[config.mk]
export PLATFORM = sky130hd
export DESIGN_NAME = tpwm_timer_top
export DESIGN_NICKNAME = d
export VERILOG_FILES = /design/src/tpwm_pkg.sv /design/src/tpwm_count_source.sv /design/src/tpwm_channel.sv /design/src/tpwm_timer_top.sv
export VERILOG_INCLUDE_DIRS = /design/src /design/src/src
export SDC_FILE = /design/constraint.sdc
export NUM_CORES = 1
export LEC_CHECK = 0
export BUFFER_PORTS_ARGS = -buffer_cell sky130_fd_sc_hd__buf_2
export CAP_MARGIN = 20
export CORE_UTILIZATION = 50
export DETAILED_ROUTE_END_ITERATION = 7
export PLACE_DENSITY = 0.7
export SLEW_MARGIN = 20
export SYNTH_ARGS = -nofsm -noshare
export SYNTH_HDL_FRONTEND = slang
export SYNTH_SLANG_ARGS = --single-unit
[constraint.sdc]
create_clock -name aclk -period 4.65 [get_ports aclk]
set_input_delay 0.93 -clock aclk [delete_from_list [all_inputs] [get_ports aclk]]
set_output_delay 0.93 -clock aclk [all_outputs]
set_load 0.03 [all_outputs]
[src/tpwm_regs.svh]
`ifndef TPWM_REGS_SVH
`define TPWM_REGS_SVH

// register byte offsets
`define TPWM_OFS_MODE    12'h100
`define TPWM_OFS_CTRL1   12'h104
`define TPWM_OFS_COUNT   12'h108
`define TPWM_OFS_STATUS  12'h10C
`define TPWM_OFS_GRA     12'h110
`define TPWM_OFS_GRB     12'h114
`define TPWM_OFS_GRC     12'h118
`define TPWM_OFS_GRD     12'h11C
`define TPWM_OFS_CTRL2   12'h130

// pwm_control_two fields
`define TPWM_C2_POL_B    0
`define TPWM_C2_POL_D    2
`define TPWM_C2_HALT     5
`define TPWM_C2_EDGE_LO  6
`define TPWM_C2_EDGE_HI  7
`define TPWM_C2_RST      8'h18
`define TPWM_C2_UNUSED   2'h3

// timer_mode_reg fields
`define TPWM_MD_START    0
`define TPWM_MD_MODE_LO  1
`define TPWM_MD_MODE_HI  2
`define TPWM_MD_BUF_C    3
`define TPWM_MD_BUF_D    4

// timer_control_one fields
`define TPWM_C1_CSRC_LO  0
`define TPWM_C1_CSRC_HI  2
`define TPWM_C1_COUNTER_CLEAR_SEL     3
`define TPWM_C1_INIT_LO  4
`define TPWM_C1_INIT_HI  6

// reset values
`define TPWM_GR_RST      16'hFFFF

// prescaler masks
`define TPWM_DIV_F2      5'h01
`define TPWM_DIV_F4      5'h03
`define TPWM_DIV_F8      5'h07
`define TPWM_DIV_F32     5'h1F

// bus responses
`define TPWM_RESP_OKAY   2'h0
`define TPWM_RESP_SLVERR 2'h2

`endif

[src/tpwm_pkg.sv]
package tpwm_pkg;

    typedef logic [11:0] tpwm_addr_t;
    typedef logic [31:0] tpwm_data_t;
    typedef logic [15:0] tpwm_word_t;

    // timer operating modes as held in timer_mode_reg
    typedef enum logic [1:0] {
        TPWM_MODE_TIMER,
        TPWM_MODE_COMPARE,
        TPWM_MODE_PWM,
        TPWM_MODE_PWM2
    } tpwm_mode_e;

    typedef enum logic [1:0] {
        TPWM_IDLE,
        TPWM_ARMED,
        TPWM_RUN
    } tpwm_state_e;

    typedef struct packed {
        logic [4:0] presc;
        logic       ext_q;
        logic       osc_q;
        logic       oscd_q;
    } tpwm_src_s;

    typedef struct packed {
        logic active;
        logic pin;
    } tpwm_chan_s;

    typedef struct packed {
        logic        aw_held;
        tpwm_addr_t  awaddr_q;
        logic        w_held;
        tpwm_data_t  wdata_q;
        logic [3:0]  wstrb_q;
        logic        bvalid;
        logic [1:0]  bresp;
        logic        rvalid;
        tpwm_data_t  rdata;
        logic [1:0]  rresp;
        logic        start;
        tpwm_mode_e  mode;
        logic        buf_c;
        logic        buf_d;
        logic [2:0]  csrc;
        logic        counter_clear_sel;
        logic [2:0]  init_lvl;
        logic [2:0]  pol;
        logic        halt;
        logic [1:0]  edge_sel;
        tpwm_word_t  cnt;
        tpwm_word_t  gra;
        tpwm_word_t  grb;
        tpwm_word_t  grc;
        tpwm_word_t  grd;
        tpwm_state_e state;
        logic        trig_q;
    } tpwm_top_s;

endpackage : tpwm_pkg

[src/tpwm_count_source.sv]
`timescale 1ns/10ps
`default_nettype none
`include "tpwm_regs.svh"

module tpwm_count_source (
    input  wire logic       aclk,
    input  wire logic       aresetn,
    input  wire logic [2:0] sel,
    input  wire logic       external_clock_pin,
    input  wire logic       fast_osc_clock,
    input  wire logic       fast_osc_divided_clock,
    output logic            tick
);
    import tpwm_pkg::*;

    tpwm_src_s st;
    tpwm_src_s next_st;

    // prescaler and input history
    always_comb begin
        next_st        = st;
        next_st.presc  = st.presc + 5'h01;
        next_st.ext_q  = external_clock_pin;
        next_st.osc_q  = fast_osc_clock;
        next_st.oscd_q = fast_osc_divided_clock;
    end

    // count event select
    always_comb begin
        case (sel)
            3'h0:    tick = 1'b1;
            3'h1:    tick = (st.presc & `TPWM_DIV_F2) == 5'h00;
            3'h2:    tick = (st.presc & `TPWM_DIV_F4) == 5'h00;
            3'h3:    tick = (st.presc & `TPWM_DIV_F8) == 5'h00;
            3'h4:    tick = (st.presc & `TPWM_DIV_F32) == 5'h00;
            3'h5:    tick = external_clock_pin & ~st.ext_q;
            3'h6:    tick = fast_osc_clock & ~st.osc_q;
            default: tick = fast_osc_divided_clock & ~st.oscd_q;
        endcase
    end

    always_ff @(posedge aclk) begin
        if (!aresetn) begin
            st <= '0;
        end else begin
            st <= next_st;
        end
    end

endmodule : tpwm_count_source
`default_nettype wire

[src/tpwm_channel.sv]
`timescale 1ns/10ps
`default_nettype none

module tpwm_channel (
    input  wire logic aclk,
    input  wire logic aresetn,
    input  wire logic load_init,
    input  wire logic init_active,
    input  wire logic set_active,
    input  wire logic clr_active,
    input  wire logic apply_pol,
    input  wire logic pol_high,
    output logic      pin
);
    import tpwm_pkg::*;

    tpwm_chan_s st;
    tpwm_chan_s next_st;

    // level tracking
    always_comb begin
        next_st = st;
        if (load_init) begin
            next_st.active = init_active;
        end else if (set_active && clr_active) begin
            next_st.active = st.active;
        end else if (set_active) begin
            next_st.active = 1'b1;
        end else if (clr_active) begin
            next_st.active = 1'b0;
        end
        // polarity only matters in pwm mode
        if (apply_pol) begin
            next_st.pin = next_st.active ~^ pol_high;
        end else begin
            next_st.pin = next_st.active;
        end
    end

    always_ff @(posedge aclk) begin
        if (!aresetn) begin
            st <= '0;
        end else begin
            st <= next_st;
        end
    end

    assign pin = st.pin;

endmodule : tpwm_channel
`default_nettype wire

[src/tpwm_timer_top.sv]
// Summary of operation
// - control bits zero to two set pin polarity
// - bits three and four read one
// - bit five halts counter at period match
// - bits seven:six pick trigger edge
// - polarity bits act only in pwm mode
// - halt bit acts in compare, pwm, pwm2
// - trigger edge field acts only in pwm2
// - register a sets pwm period
// - registers b, c, d are change points
// - buffer bits make c, d next values
// - change point equal period keeps level
// - pwm2 gives one delayed pulse then halts
// - pwm2 uses general registers a, b, c
// - pwm2 count clock from eight sources
// - counter steps once per source event
// - pwm2 period is register a plus one
// - pulse width is b minus c
// - wait to active is c plus one
// - trigger edge starts armed pwm2 counting
// - halt restores pin b, optional clear
//
// The AXI4-Lite register port was left to the implementer.
`timescale 1ns/10ps
`default_nettype none
`include "tpwm_regs.svh"

module tpwm_timer_top (
    input  wire logic                aclk,
    input  wire logic                aresetn,
    input  wire tpwm_pkg::tpwm_addr_t awaddr,
    input  wire logic                awvalid,
    output logic                     awready,
    input  wire tpwm_pkg::tpwm_data_t wdata,
    input  wire logic [3:0]          wstrb,
    input  wire logic                wvalid,
    output logic                     wready,
    output logic [1:0]               bresp,
    output logic                     bvalid,
    input  wire logic                bready,
    input  wire tpwm_pkg::tpwm_addr_t araddr,
    input  wire logic                arvalid,
    output logic                     arready,
    output tpwm_pkg::tpwm_data_t     rdata,
    output logic [1:0]               rresp,
    output logic                     rvalid,
    input  wire logic                rready,
    input  wire logic                external_clock_pin,
    input  wire logic                fast_osc_clock,
    input  wire logic                fast_osc_divided_clock,
    input  wire logic                external_trigger_pin,
    output logic                     output_pin_b,
    output logic                     output_pin_c,
    output logic                     output_pin_d
);
    import tpwm_pkg::*;

    tpwm_top_s   st;
    tpwm_top_s   next_st;
    logic        tick;
    logic        step;
    logic        hit_a;
    logic        hit_b;
    logic        hit_c;
    logic        hit_d;
    logic        is_pwm;
    logic        is_pwm2;
    logic        halt_ok;
    logic        trig_ok;
    logic        trig_edge;
    logic        going;
    logic        stopping;
    logic        do_write;
    logic [2:0]  set_v;
    logic [2:0]  clr_v;
    logic [2:0]  load_v;
    logic [2:0]  pin_v;
    tpwm_data_t  rd;
    tpwm_data_t  wd;
    logic [3:0]  ws;

    // mapped offsets
    function automatic logic tpwm_mapped(input tpwm_addr_t a);
        case (a)
            `TPWM_OFS_MODE, `TPWM_OFS_CTRL1, `TPWM_OFS_COUNT,
            `TPWM_OFS_STATUS, `TPWM_OFS_GRA, `TPWM_OFS_GRB,
            `TPWM_OFS_GRC, `TPWM_OFS_GRD, `TPWM_OFS_CTRL2:
                tpwm_mapped = 1'b1;
            default: tpwm_mapped = 1'b0;
        endcase
    endfunction : tpwm_mapped

    // byte-lane merge
    function automatic tpwm_word_t tpwm_merge(input tpwm_word_t old,
                                              input tpwm_data_t d,
                                              input logic [3:0] s);
        tpwm_merge = {s[1] ? d[15:8] : old[15:8], s[0] ? d[7:0] : old[7:0]};
    endfunction : tpwm_merge

    // selected trigger edge
    function automatic logic tpwm_edge(input logic [1:0] sel,
                                       input logic now,
                                       input logic was);
        case (sel)
            2'h1:    tpwm_edge = now & ~was;
            2'h2:    tpwm_edge = ~now & was;
            2'h3:    tpwm_edge = now ^ was;
            default: tpwm_edge = 1'b0;
        endcase
    endfunction : tpwm_edge

    // count event generator
    tpwm_count_source u_src (
        .aclk                   (aclk),
        .aresetn                (aresetn),
        .sel                    (st.csrc),
        .external_clock_pin     (external_clock_pin),
        .fast_osc_clock         (fast_osc_clock),
        .fast_osc_divided_clock (fast_osc_divided_clock),
        .tick                   (tick)
    );

    // mode qualifiers and matches
    always_comb begin
        is_pwm    = st.mode == TPWM_MODE_PWM;
        is_pwm2   = st.mode == TPWM_MODE_PWM2;
        halt_ok   = st.halt && (st.mode != TPWM_MODE_TIMER);
        trig_ok   = is_pwm2 && st.halt && (st.edge_sel != 2'h0);
        trig_edge = tpwm_edge(st.edge_sel, external_trigger_pin,
                              st.trig_q);
        step      = (st.state == TPWM_RUN) && tick;
        hit_a     = st.cnt == st.gra;
        hit_b     = st.cnt == st.grb;
        hit_c     = st.cnt == st.grc;
        hit_d     = st.cnt == st.grd;
        going     = (st.state == TPWM_IDLE) && st.start;
        stopping  = ((st.state == TPWM_RUN) && step && hit_a && halt_ok)
                    || ((st.state != TPWM_IDLE) && !st.start);
        do_write  = st.aw_held && st.w_held && !st.bvalid;
        wd        = st.wdata_q;
        ws        = st.wstrb_q;
    end

    // pin events per mode
    always_comb begin
        set_v  = 3'h0;
        clr_v  = 3'h0;
        load_v = {3{going}};
        if (is_pwm) begin
            set_v[0] = step && hit_b;
            clr_v[0] = step && hit_a;
            set_v[1] = step && hit_c && !st.buf_c;
            clr_v[1] = step && hit_a && !st.buf_c;
            set_v[2] = step && hit_d && !st.buf_d;
            clr_v[2] = step && hit_a && !st.buf_d;
        end else if (is_pwm2) begin
            set_v[0] = step && hit_c;
            clr_v[0] = step && hit_b;
            load_v[0] = going || stopping;
        end
    end

    // one output stage per pin
    genvar gi;
    generate
        for (gi = 0; gi < 3; gi = gi + 1) begin : g_chan
            tpwm_channel u_chan (
                .aclk        (aclk),
                .aresetn     (aresetn),
                .load_init   (load_v[gi]),
                .init_active (st.init_lvl[gi]),
                .set_active  (set_v[gi]),
                .clr_active  (clr_v[gi]),
                .apply_pol   (is_pwm),
                .pol_high    (st.pol[gi]),
                .pin         (pin_v[gi])
            );
        end
    endgenerate

    // read data mux
    always_comb begin
        case (araddr)
            `TPWM_OFS_MODE:   rd = {27'h0, st.buf_d, st.buf_c, st.mode,
                                    st.start};
            `TPWM_OFS_CTRL1:  rd = {25'h0, st.init_lvl, st.counter_clear_sel, st.csrc};
            `TPWM_OFS_COUNT:  rd = {16'h0, st.cnt};
            `TPWM_OFS_STATUS: rd = {27'h0, pin_v,
                                    st.state == TPWM_ARMED,
                                    st.state == TPWM_RUN};
            `TPWM_OFS_GRA:    rd = {16'h0, st.gra};
            `TPWM_OFS_GRB:    rd = {16'h0, st.grb};
            `TPWM_OFS_GRC:    rd = {16'h0, st.grc};
            `TPWM_OFS_GRD:    rd = {16'h0, st.grd};
            `TPWM_OFS_CTRL2:  rd = {24'h0, st.edge_sel, st.halt,
                                    `TPWM_C2_UNUSED, st.pol};
            default:          rd = 32'h0;
        endcase
    end

    // bus slave, counter sequencing and register writes
    always_comb begin
        next_st        = st;
        next_st.trig_q = external_trigger_pin;
        // aw and w taken independently
        if (awvalid && awready) begin
            next_st.aw_held  = 1'b1;
            next_st.awaddr_q = awaddr;
        end
        if (wvalid && wready) begin
            next_st.w_held  = 1'b1;
            next_st.wdata_q = wdata;
            next_st.wstrb_q = wstrb;
        end
        if (st.bvalid && bready) begin
            next_st.bvalid = 1'b0;
        end
        if (st.rvalid && rready) begin
            next_st.rvalid = 1'b0;
        end
        if (arvalid && arready) begin
            next_st.rvalid = 1'b1;
            next_st.rdata  = rd;
            next_st.rresp  = tpwm_mapped(araddr) ? `TPWM_RESP_OKAY
                                                 : `TPWM_RESP_SLVERR;
        end

        // counting sequence
        case (st.state)
            TPWM_IDLE: begin
                if (st.start) begin
                    next_st.state = trig_ok ? TPWM_ARMED : TPWM_RUN;
                end
            end
            TPWM_ARMED: begin
                if (!st.start) begin
                    next_st.state = TPWM_IDLE;
                end else if (trig_edge) begin
                    next_st.state = TPWM_RUN;
                end
            end
            TPWM_RUN: begin
                if (!st.start) begin
                    next_st.state = TPWM_IDLE;
                end else if (step && hit_a) begin
                    // period: reload, clear or halt
                    if (is_pwm && st.buf_c) begin
                        next_st.gra = st.grc;
                    end
                    if (is_pwm && st.buf_d) begin
                        next_st.grb = st.grd;
                    end
                    if (halt_ok) begin
                        next_st.cnt = st.counter_clear_sel ? 16'h0000 : st.cnt;
                        if (trig_ok) begin
                            next_st.state = TPWM_ARMED;
                        end else begin
                            next_st.start = 1'b0;
                            next_st.state = TPWM_IDLE;
                        end
                    end else begin
                        next_st.cnt = st.counter_clear_sel ? 16'h0000
                                              : st.cnt + 16'h0001;
                    end
                end else if (step) begin
                    next_st.cnt = st.cnt + 16'h0001;
                end
            end
            default: next_st.state = TPWM_IDLE;
        endcase

        // register write; software wins
        if (do_write) begin
            next_st.aw_held = 1'b0;
            next_st.w_held  = 1'b0;
            next_st.bvalid  = 1'b1;
            next_st.bresp   = tpwm_mapped(st.awaddr_q) ? `TPWM_RESP_OKAY
                                                       : `TPWM_RESP_SLVERR;
            case (st.awaddr_q)
                `TPWM_OFS_MODE: begin
                    if (ws[0]) begin
                        next_st.start = wd[`TPWM_MD_START];
                        next_st.mode  = tpwm_mode_e'(
                            wd[`TPWM_MD_MODE_HI:`TPWM_MD_MODE_LO]);
                        next_st.buf_c = wd[`TPWM_MD_BUF_C];
                        next_st.buf_d = wd[`TPWM_MD_BUF_D];
                    end
                end
                `TPWM_OFS_CTRL1: begin
                    if (ws[0]) begin
                        next_st.csrc     =
                            wd[`TPWM_C1_CSRC_HI:`TPWM_C1_CSRC_LO];
                        next_st.counter_clear_sel     = wd[`TPWM_C1_COUNTER_CLEAR_SEL];
                        next_st.init_lvl =
                            wd[`TPWM_C1_INIT_HI:`TPWM_C1_INIT_LO];
                    end
                end
                `TPWM_OFS_COUNT: next_st.cnt = tpwm_merge(st.cnt, wd, ws);
                `TPWM_OFS_GRA:   next_st.gra = tpwm_merge(st.gra, wd, ws);
                `TPWM_OFS_GRB:   next_st.grb = tpwm_merge(st.grb, wd, ws);
                `TPWM_OFS_GRC:   next_st.grc = tpwm_merge(st.grc, wd, ws);
                `TPWM_OFS_GRD:   next_st.grd = tpwm_merge(st.grd, wd, ws);
                `TPWM_OFS_CTRL2: begin
                    if (ws[0]) begin
                        // bits 4:3 not stored
                        next_st.pol      =
                            wd[`TPWM_C2_POL_D:`TPWM_C2_POL_B];
                        next_st.halt     = wd[`TPWM_C2_HALT];
                        next_st.edge_sel =
                            wd[`TPWM_C2_EDGE_HI:`TPWM_C2_EDGE_LO];
                    end
                end
                default: next_st.bvalid = 1'b1; // unmapped or status: nothing stored
            endcase
        end
    end

    // state register
    always_ff @(posedge aclk) begin
        if (!aresetn) begin
            st     <= '0;
            st.gra <= `TPWM_GR_RST;
            st.grb <= `TPWM_GR_RST;
            st.grc <= `TPWM_GR_RST;
            st.grd <= `TPWM_GR_RST;
        end else begin
            st <= next_st;
        end
    end

    // outputs
    assign awready      = !st.aw_held && !st.bvalid;
    assign wready       = !st.w_held && !st.bvalid;
    assign arready      = !st.rvalid;
    assign bvalid       = st.bvalid;
    assign bresp        = st.bresp;
    assign rvalid       = st.rvalid;
    assign rdata        = st.rdata;
    assign rresp        = st.rresp;
    assign output_pin_b = pin_v[0];
    assign output_pin_c = pin_v[1];
    assign output_pin_d = pin_v[2];

endmodule : tpwm_timer_top
`default_nettype wire

==> out/metrics.yaml, run 1 <==
place:
  place.gp.congestion: 0.925
  dp.cells: 1362
  io_buffers: 78
  place_hpwl_um: 19100
min_path:
  hold_depth: 2
  min_path_type: "flip-flop to flip-flop"
  hold_end: "st[183]$_SDFFE_PN0P_"
  min_from: "st[183]$_SDFFE_PN0P_"
clock_network:
  cts_setup_buffers: 0
  clock_path_buffers: 2
  clk_pin_slew_worst_paths_ns: 0.06
  clock_sinks: 167
  cts_max_level: 4
  hold_buffers: 0
  cts_resized: 0
  numCtsBuffers: 17
  insertion_delay_ns: 0.43
  cts_tree: "done"
  clock-root-buffer: "clkbuf_16"
synth:
  muxShareOfSynthArea_pct: 7.21
  synthXorXnorAreaFrac_pct: 6.65
  syn_inst: 1141
  yosys_warnings: 0
  synth_ff_type: "dfxtp_1"
  async_flop_share_pct: 0
  synth_seq_cells: 167
  synth.top_cells.by_area: "dfxtp_1 36%, nand2_1 8.0%, mux2i_1 5.9%"
  postSynthAreaPerCell_sq_um: 8.20
  yosysSeqAreaShare_pct: 35.7
  yosys.area.top_type: "dfxtp_1"
  synth-compound-area-share_pct: 20.4
  synth_top_family_by_area: "simple AND/OR/NAND/NOR gates"
  yosysUniqueCellTypes: 71
  synth_fa_ha_area_share_pct: 0.669
  synth_edf_count: 0
  syn_area_sq_mm: 0.00936
  synth_top_area_share_pct: 35.7
  synthSimpleGateAreaFrac_pct: 21.3
sta:
  rsz0062_at_grt: "false"
  setup_viol: 0
  max_slew_margin_pct: 18.0
  fmaxAchievable_mhz: 326
  period_share_pct: 65.9
  finalSetupTns_ns: 0
  layout_min_cycle_time_ns: 3.06
  skew_ns: 0.00832
  worst_pin_slew_ns: 1.22
  slew_viol_final: 0
  finalHoldViolCount: 0
setup_path:
  rr_endpoint: "st[50]$_SDFFE_PN1P_"
  cp-start-kind: "flip-flop"
  worstSetupPathType: "flip-flop to flip-flop"
  max_stage_delay_ns: 0.72
  r2r_setup_slack_ns: 1.59
  crit_chain: "xor2_1 > nor4_1 > and4_1 > buf_4 > nand2_4 > nor4_2 > buf_4 > nor2_1 > a221o_1"
  cp_top_family: "simple AND/OR/NAND/NOR gates"
  cp_max_fo: 20
  worst-r2r-cell-count: 9
  required_ns: 4.97
  reg2reg_from: "st[73]$_SDFFE_PN0P_"
  path_common_cell: "buf_4"
  cp.arrival_ns: 3.38
  cp_num_buf_inv: 2
  critPathSlowestCell: "dfxtp_1"
  worstSetupEndpointType: "flip-flop"
floorplan:
  dieArea_sq_mm: 0.0193
  rows: 49
  fp.dieH_um: 139
  core_area_sq_mm: 0.0181
  die_w_um: 139
  start_util_pct: 51.6
  ios: 115
power_and_ir_drop:
  p_seq_share_pct: 48.7
  powerDensity_mw_per_mm2: 308
  p_sw_mw: 0.819
  p_sw_share_pct: 26.1
  pwr-share-clk_pct: 43.6
  internal_power_mw: 2.32
  p_leak_nw: 3.70
  irDropWorstVdd_mv: 0.241
  combinationalPowerShare_pct: 7.7
finish:
  drive_gt1_share_pct: 14.2
  final_cells: 1394
  diodes: 0
  final_cell_mix: "200 x nand2_1, 167 x dfxtp_1, 79 x nor2_1"
  fillers: 1654
  area_growth_pct: 8.77
  layout_commonest_cell: "nand2_1"
  fin_nets: 1228
grt:
  grt_overflow: 0
  first_global_vias: 7813
  antenna_found_initial: 0
  gr-usage-all-layers_pct: 29.1
  grt_first_pass_wirelength_um: 43800
  grt_max_degree: 103
routing:
  drt_iter0_drc: 1061
  routedWlPerCell_um: 19.9
  wl_um: 27700
  ant_nets: 0
  vias: 8619
  drt_first_pass_iters: 8
  vias_per_cell: 6.18
  drc: 21
outcome:
  failed_checks: "design-rule violations"
  status: "complete, but fails checks"
run:
  drv_cap: 0
==> worst min-delay path, cell delays in order, from the launching register on <==
cell	delay (ns)
dfxtp_1	0.31
nand2_1	0.05
a21oi_1	0.05
==> per-layer routing <==
metal	global-route usage (%)	up-vias	part of all wire [%]
li1	-	4072	-
met1	40.8	4028	44
met2	43.7	454	43
met3	6.91	65	10
met4	9.53	0	2.7
met5	0	-	0
==> cells in the mapped netlist (10+ instances only) <==
| cell type | number |
|---|---|
| nand2_1 | 200 |
| and2_1 | 14 |
| buf_2 | 16 |
| mux2_2 | 11 |
| nor2_1 | 79 |
| nor3_1 | 15 |
| nor4_1 | 22 |
| a21oi_1 | 56 |
| dfxtp_1 | 167 |
| a221oi_1 | 14 |
| clkbuf_1 | 59 |
| nand3_1 | 16 |
| buf_4 | 38 |
| inv_1 | 23 |
| mux2i_1 | 55 |
| a221o_1 | 29 |
| o21ai_0 | 35 |
| a211oi_1 | 10 |
| nand4_1 | 13 |
| a22oi_1 | 23 |
| a31oi_1 | 27 |
| xnor2_1 | 21 |
| xor2_1 | 50 |
| o21a_1 | 10 |
==> metrics by stage <==
stage	power (mW)	utilization (%)	area [sq um]	hold WS (ns)	worst slack [ns]
3_3_place_gp	1.79	53.0	9610	0.443	1.45
5_1_grt	3.23	56.1	10200	0.484	1.38
4_1_cts	3.14	56.0	10200	0.455	1.64
3_5_place_dp	1.80	53.0	9610	0.446	1.44
6_report	3.13	56.1	10200	0.457	1.59
2_1_floorplan	1.74	-	9420	0.432	1.88
==> worst max path at each step <==
| stage | to | start | slack, ns | depth (start not counted) |
|---|---|---|---|---|
| floorplan | rdata[9]$_SDFFE_PN0P_ | araddr[11] | 1.88 | 6 |
| global route | st[50]$_SDFFE_PN1P_ | st[73]$_SDFFE_PN0P_ | 1.38 | 9 |
| finish | st[50]$_SDFFE_PN1P_ | st[73]$_SDFFE_PN0P_ | 1.59 | 9 |
| CTS | st[50]$_SDFFE_PN1P_ | st[73]$_SDFFE_PN0P_ | 1.64 | 9 |
| global placement | rdata[3]$_SDFFE_PN0P_ | araddr[11] | 1.45 | 6 |
| detailed placement | rdata[3]$_SDFFE_PN0P_ | araddr[11] | 1.44 | 6 |
==> power groups by stage <==
| stage | clock network [mW] | registers (mW) | logic [mW] |
|---|---|---|---|
| 2_1_floorplan | 0 | 1.52 | 0.215 |
| 3_3_place_gp | 0 | 1.55 | 0.238 |
| 3_5_place_dp | 0 | 1.56 | 0.241 |
| 4_1_cts | 1.37 | 1.52 | 0.242 |
| 5_1_grt | 1.43 | 1.53 | 0.269 |
| 6_report | 1.37 | 1.53 | 0.243 |
==> flip-flops by register name, summed over array words and instances, names as in the netlist, 2 cells and up <==
signal / cells
g_chan.u_chan.pin: 3
wd: 16
ws: 2
rdata: 16
g_chan.u_chan.st: 3
st: 115
u_src.st: 8
==> final cells by class <==
cell class                      instances  area [sq um]  share of cell area [%]
Multi-Input combinational cell        844          5350                    52.5
Sequential cell                       167          3340                    32.8
Timing Repair Buffer                   98           553                    5.43
Clock buffer                           22           464                    4.56
Tap cell                              229           287                    2.82
Clock inverter                         10          93.8                   0.922
Inverter                               24          90.1                   0.885
==> cells by family (layout without fill, tap and decap cells) <==
| group | count (synthesis) | count (layout) |
|---|---|---|
| adders and majority gates | 5 | 5 |
| AOI/OAI and AO/OA | 267 | 267 |
| DFF | 167 | 167 |
| buffers and inverters | 147 | 154 |
| and+or+nand+nor | 417 | 417 |
| muxes | 66 | 66 |
| xor gates and xnor gates | 71 | 71 |
| other | 1 | 18 |
Note: power is estimated with default switching activity, not from simulation.
==> run 2: changes to the inputs <==
--- a/config.mk
+++ b/config.mk
@@ -10,7 +10,7 @@
 export CAP_MARGIN = 20
 export CORE_UTILIZATION = 50
 export DETAILED_ROUTE_END_ITERATION = 7
-export PLACE_DENSITY = 0.7
+export PLACE_DENSITY = 0.73
 export SLEW_MARGIN = 20
 export SYNTH_ARGS = -nofsm -noshare
 export SYNTH_HDL_FRONTEND = slang
==> constraint.sdc (replaced) <==
create_clock -name aclk -period 2.7 [get_ports aclk]
set_input_delay 0.54 -clock aclk [delete_from_list [all_inputs] [get_ports aclk]]
set_output_delay 0.54 -clock aclk [all_outputs]
set_load 0.03 [all_outputs]
==> run 2 against run 1 <==
  * Final area up 5.0%
  * The flow still finishes with violations (design-rule violations)
  * Cell count up 4.2%
  * Maximum frequency up 18%
  * Critical path depth down 1
==> out/metrics.yaml, run 2 (same netlist as run 1, synthesis figures left out) <==
place:
  place_hpwl_um: 20700
  io_buffers: 78
  place.gp.congestion: 0.953
  dp.cells: 1420
  pre_cts_slack_ns: 0.0884
setup_path:
  cp-start-kind: "flip-flop"
  cp.arrival_ns: 2.96
  worstSetupEndpointType: "flip-flop"
  path_depth: 8
  worst-r2r-cell-count: 8
  worstSetupPathType: "flip-flop to flip-flop"
  cp_max_fo: 5
  required_ns: 3.06
  cp_num_buf_inv: 1
  critPathSlowestCell: "dfxtp_1"
  reg2reg_from: "st[74]$_SDFFE_PN0P_"
  crit_start: "st[74]$_SDFFE_PN0P_"
  cp_top_family: "simple AND/OR/NAND/NOR gates"
  max_stage_delay_ns: 0.51
  crit_chain: "xor2_1 > nor4_1 > nand4_1 > buf_4 > o311a_1 > o211a_1 > or4_1 > o211ai_1"
clock_network:
  hold_buffers: 0
  cts_setup_buffers: 0
  cts_tree: "done"
  clock-root-buffer: "clkbuf_16"
  cts_resized: 0
  clock_path_buffers: 2
  clock_sinks: 167
  cts_max_level: 4
  clk_pin_slew_worst_paths_ns: 0.06
  numCtsBuffers: 17
  insertion_delay_ns: 0.43
run:
  drv_cap: 0
outcome:
  status: "complete, but fails checks"
  failed_checks: "design-rule violations"
grt:
  grt_max_degree: 85
  grt_first_pass_wirelength_um: 45200
  met3_usage_pct: 6.66
  gr-usage-all-layers_pct: 30.0
  antenna_found_initial: 0
  use_met1_pct: 41.4
  first_global_vias: 8138
  grt_overflow: 0
  busiest_layer: "met2"
  grt_util_met2_pct: 45.9
finish:
  drive_gt1_share_pct: 18.5
  largest_register_ffs: 115
  post-route-util_pct: 58.9
  diodes: 0
  regMostFlops: "st"
  layout_commonest_cell: "nand2_1"
  final_cell_mix: "200 x nand2_1, 167 x dfxtp_1, 79 x nor2_1"
  final_cells: 1452
  area_growth_pct: 14.2
  fin_nets: 1286
power_and_ir_drop:
  p_leak_nw: 4.04
  p_seq_share_pct: 46.5
  irDropWorstVdd_mv: 0.520
  total_power_mw: 5.64
  powerDensity_mw_per_mm2: 528
  p_sw_mw: 1.40
  p_sw_share_pct: 24.8
  combinationalPowerShare_pct: 7.7
  internal_power_mw: 4.25
  pwr-share-clk_pct: 45.8
sta:
  skew_ns: 0.0154
  slew_viol_final: 0
  max_slew_margin_pct: 43.4
  layout_min_cycle_time_ns: 2.60
  finalSetupTns_ns: 0
  setup_viol: 0
  rsz0062_at_grt: "false"
  finalHoldViolCount: 0
  period_share_pct: 96.3
  worst_pin_slew_ns: 0.843
  setup_slack_ns: 0.0992
  fmaxAchievable_mhz: 384
floorplan:
  dieArea_sq_mm: 0.0193
  die_w_um: 139
  fp.dieH_um: 139
  rows: 49
  core_area_sq_mm: 0.0181
  start_util_pct: 51.6
  ios: 115
routing:
  wl_um: 29000
  drc: 23
  vias: 8997
  vias_per_cell: 6.20
  routedWlPerCell_um: 20.0
  ant_nets: 0
  drt_first_pass_iters: 8
  drt_iter0_drc: 1077
min_path:
  min_path_type: "primary input to flip-flop"
  hold_depth: 2
  min_from: "rready"
run 2: final timing paths:
| kind | slack (ns) | end |
|---|---|---|
| hold / removal | 0.29 | rvalid$_SDFFE_PN0P_ |
| setup reg to reg | 0.1 | g_chan[0].u_chan.pin$_SDFF_PN0_ |
| setup / recovery | 0.1 | g_chan[0].u_chan.pin$_SDFF_PN0_ |
| hold reg to reg | 0.45 | st[184]$_SDFFE_PN0P_ |
run 2: worst reg2reg max path, cell delays in order (launching register included):
cell      delay (ns)
dfxtp_1         0.51
xor2_1          0.17
nor4_1          0.44
nand4_1         0.15
buf_4           0.19
o311a_1         0.28
o211a_1         0.24
or4_1           0.47
o211ai_1        0.10
run 2: power by group through the flow:
stage                     Sequential [mW]  Clock, mW  Combinational (mW)
after floorplan                      2.62          0               0.370
after global placement               2.67          0               0.423
after detailed placement             2.67          0               0.430
after CTS                            2.62       2.61               0.433
after global routing                 2.63       2.72               0.478
final                                2.62       2.59               0.433
run 2: area by class of cell:
| cell class | count | area, sq um |
|---|---|---|
| Timing Repair Buffer | 156 | 1000 |
| Clock buffer | 20 | 447 |
| Fill cell | 1597 | 7460 |
| Inverter | 24 | 90.1 |
| Clock inverter | 12 | 173 |
| Multi-Input combinational cell | 844 | 5350 |
| Tap cell | 229 | 287 |
| Sequential cell | 167 | 3340 |
run 2: stage by stage:
| stage | hold WS [ns] | area (sq um) |
|---|---|---|
| 2_1_floorplan | 0.432 | 9420 |
| 3_3_place_gp | 0.442 | 10100 |
| 3_5_place_dp | 0.447 | 10100 |
| 4_1_cts | 0.282 | 10700 |
| 5_1_grt | 0.283 | 10700 |
| 6_report | 0.290 | 10700 |
run 2: metal layers:
| metal | vias to the layer above | routed length [um] |
|---|---|---|
| li1 | 4189 | - |
| met1 | 4185 | 12700 |
| met2 | 544 | 12700 |
| met3 | 79 | 2780 |
| met4 | 0 | 827 |
| met5 | - | 0 |
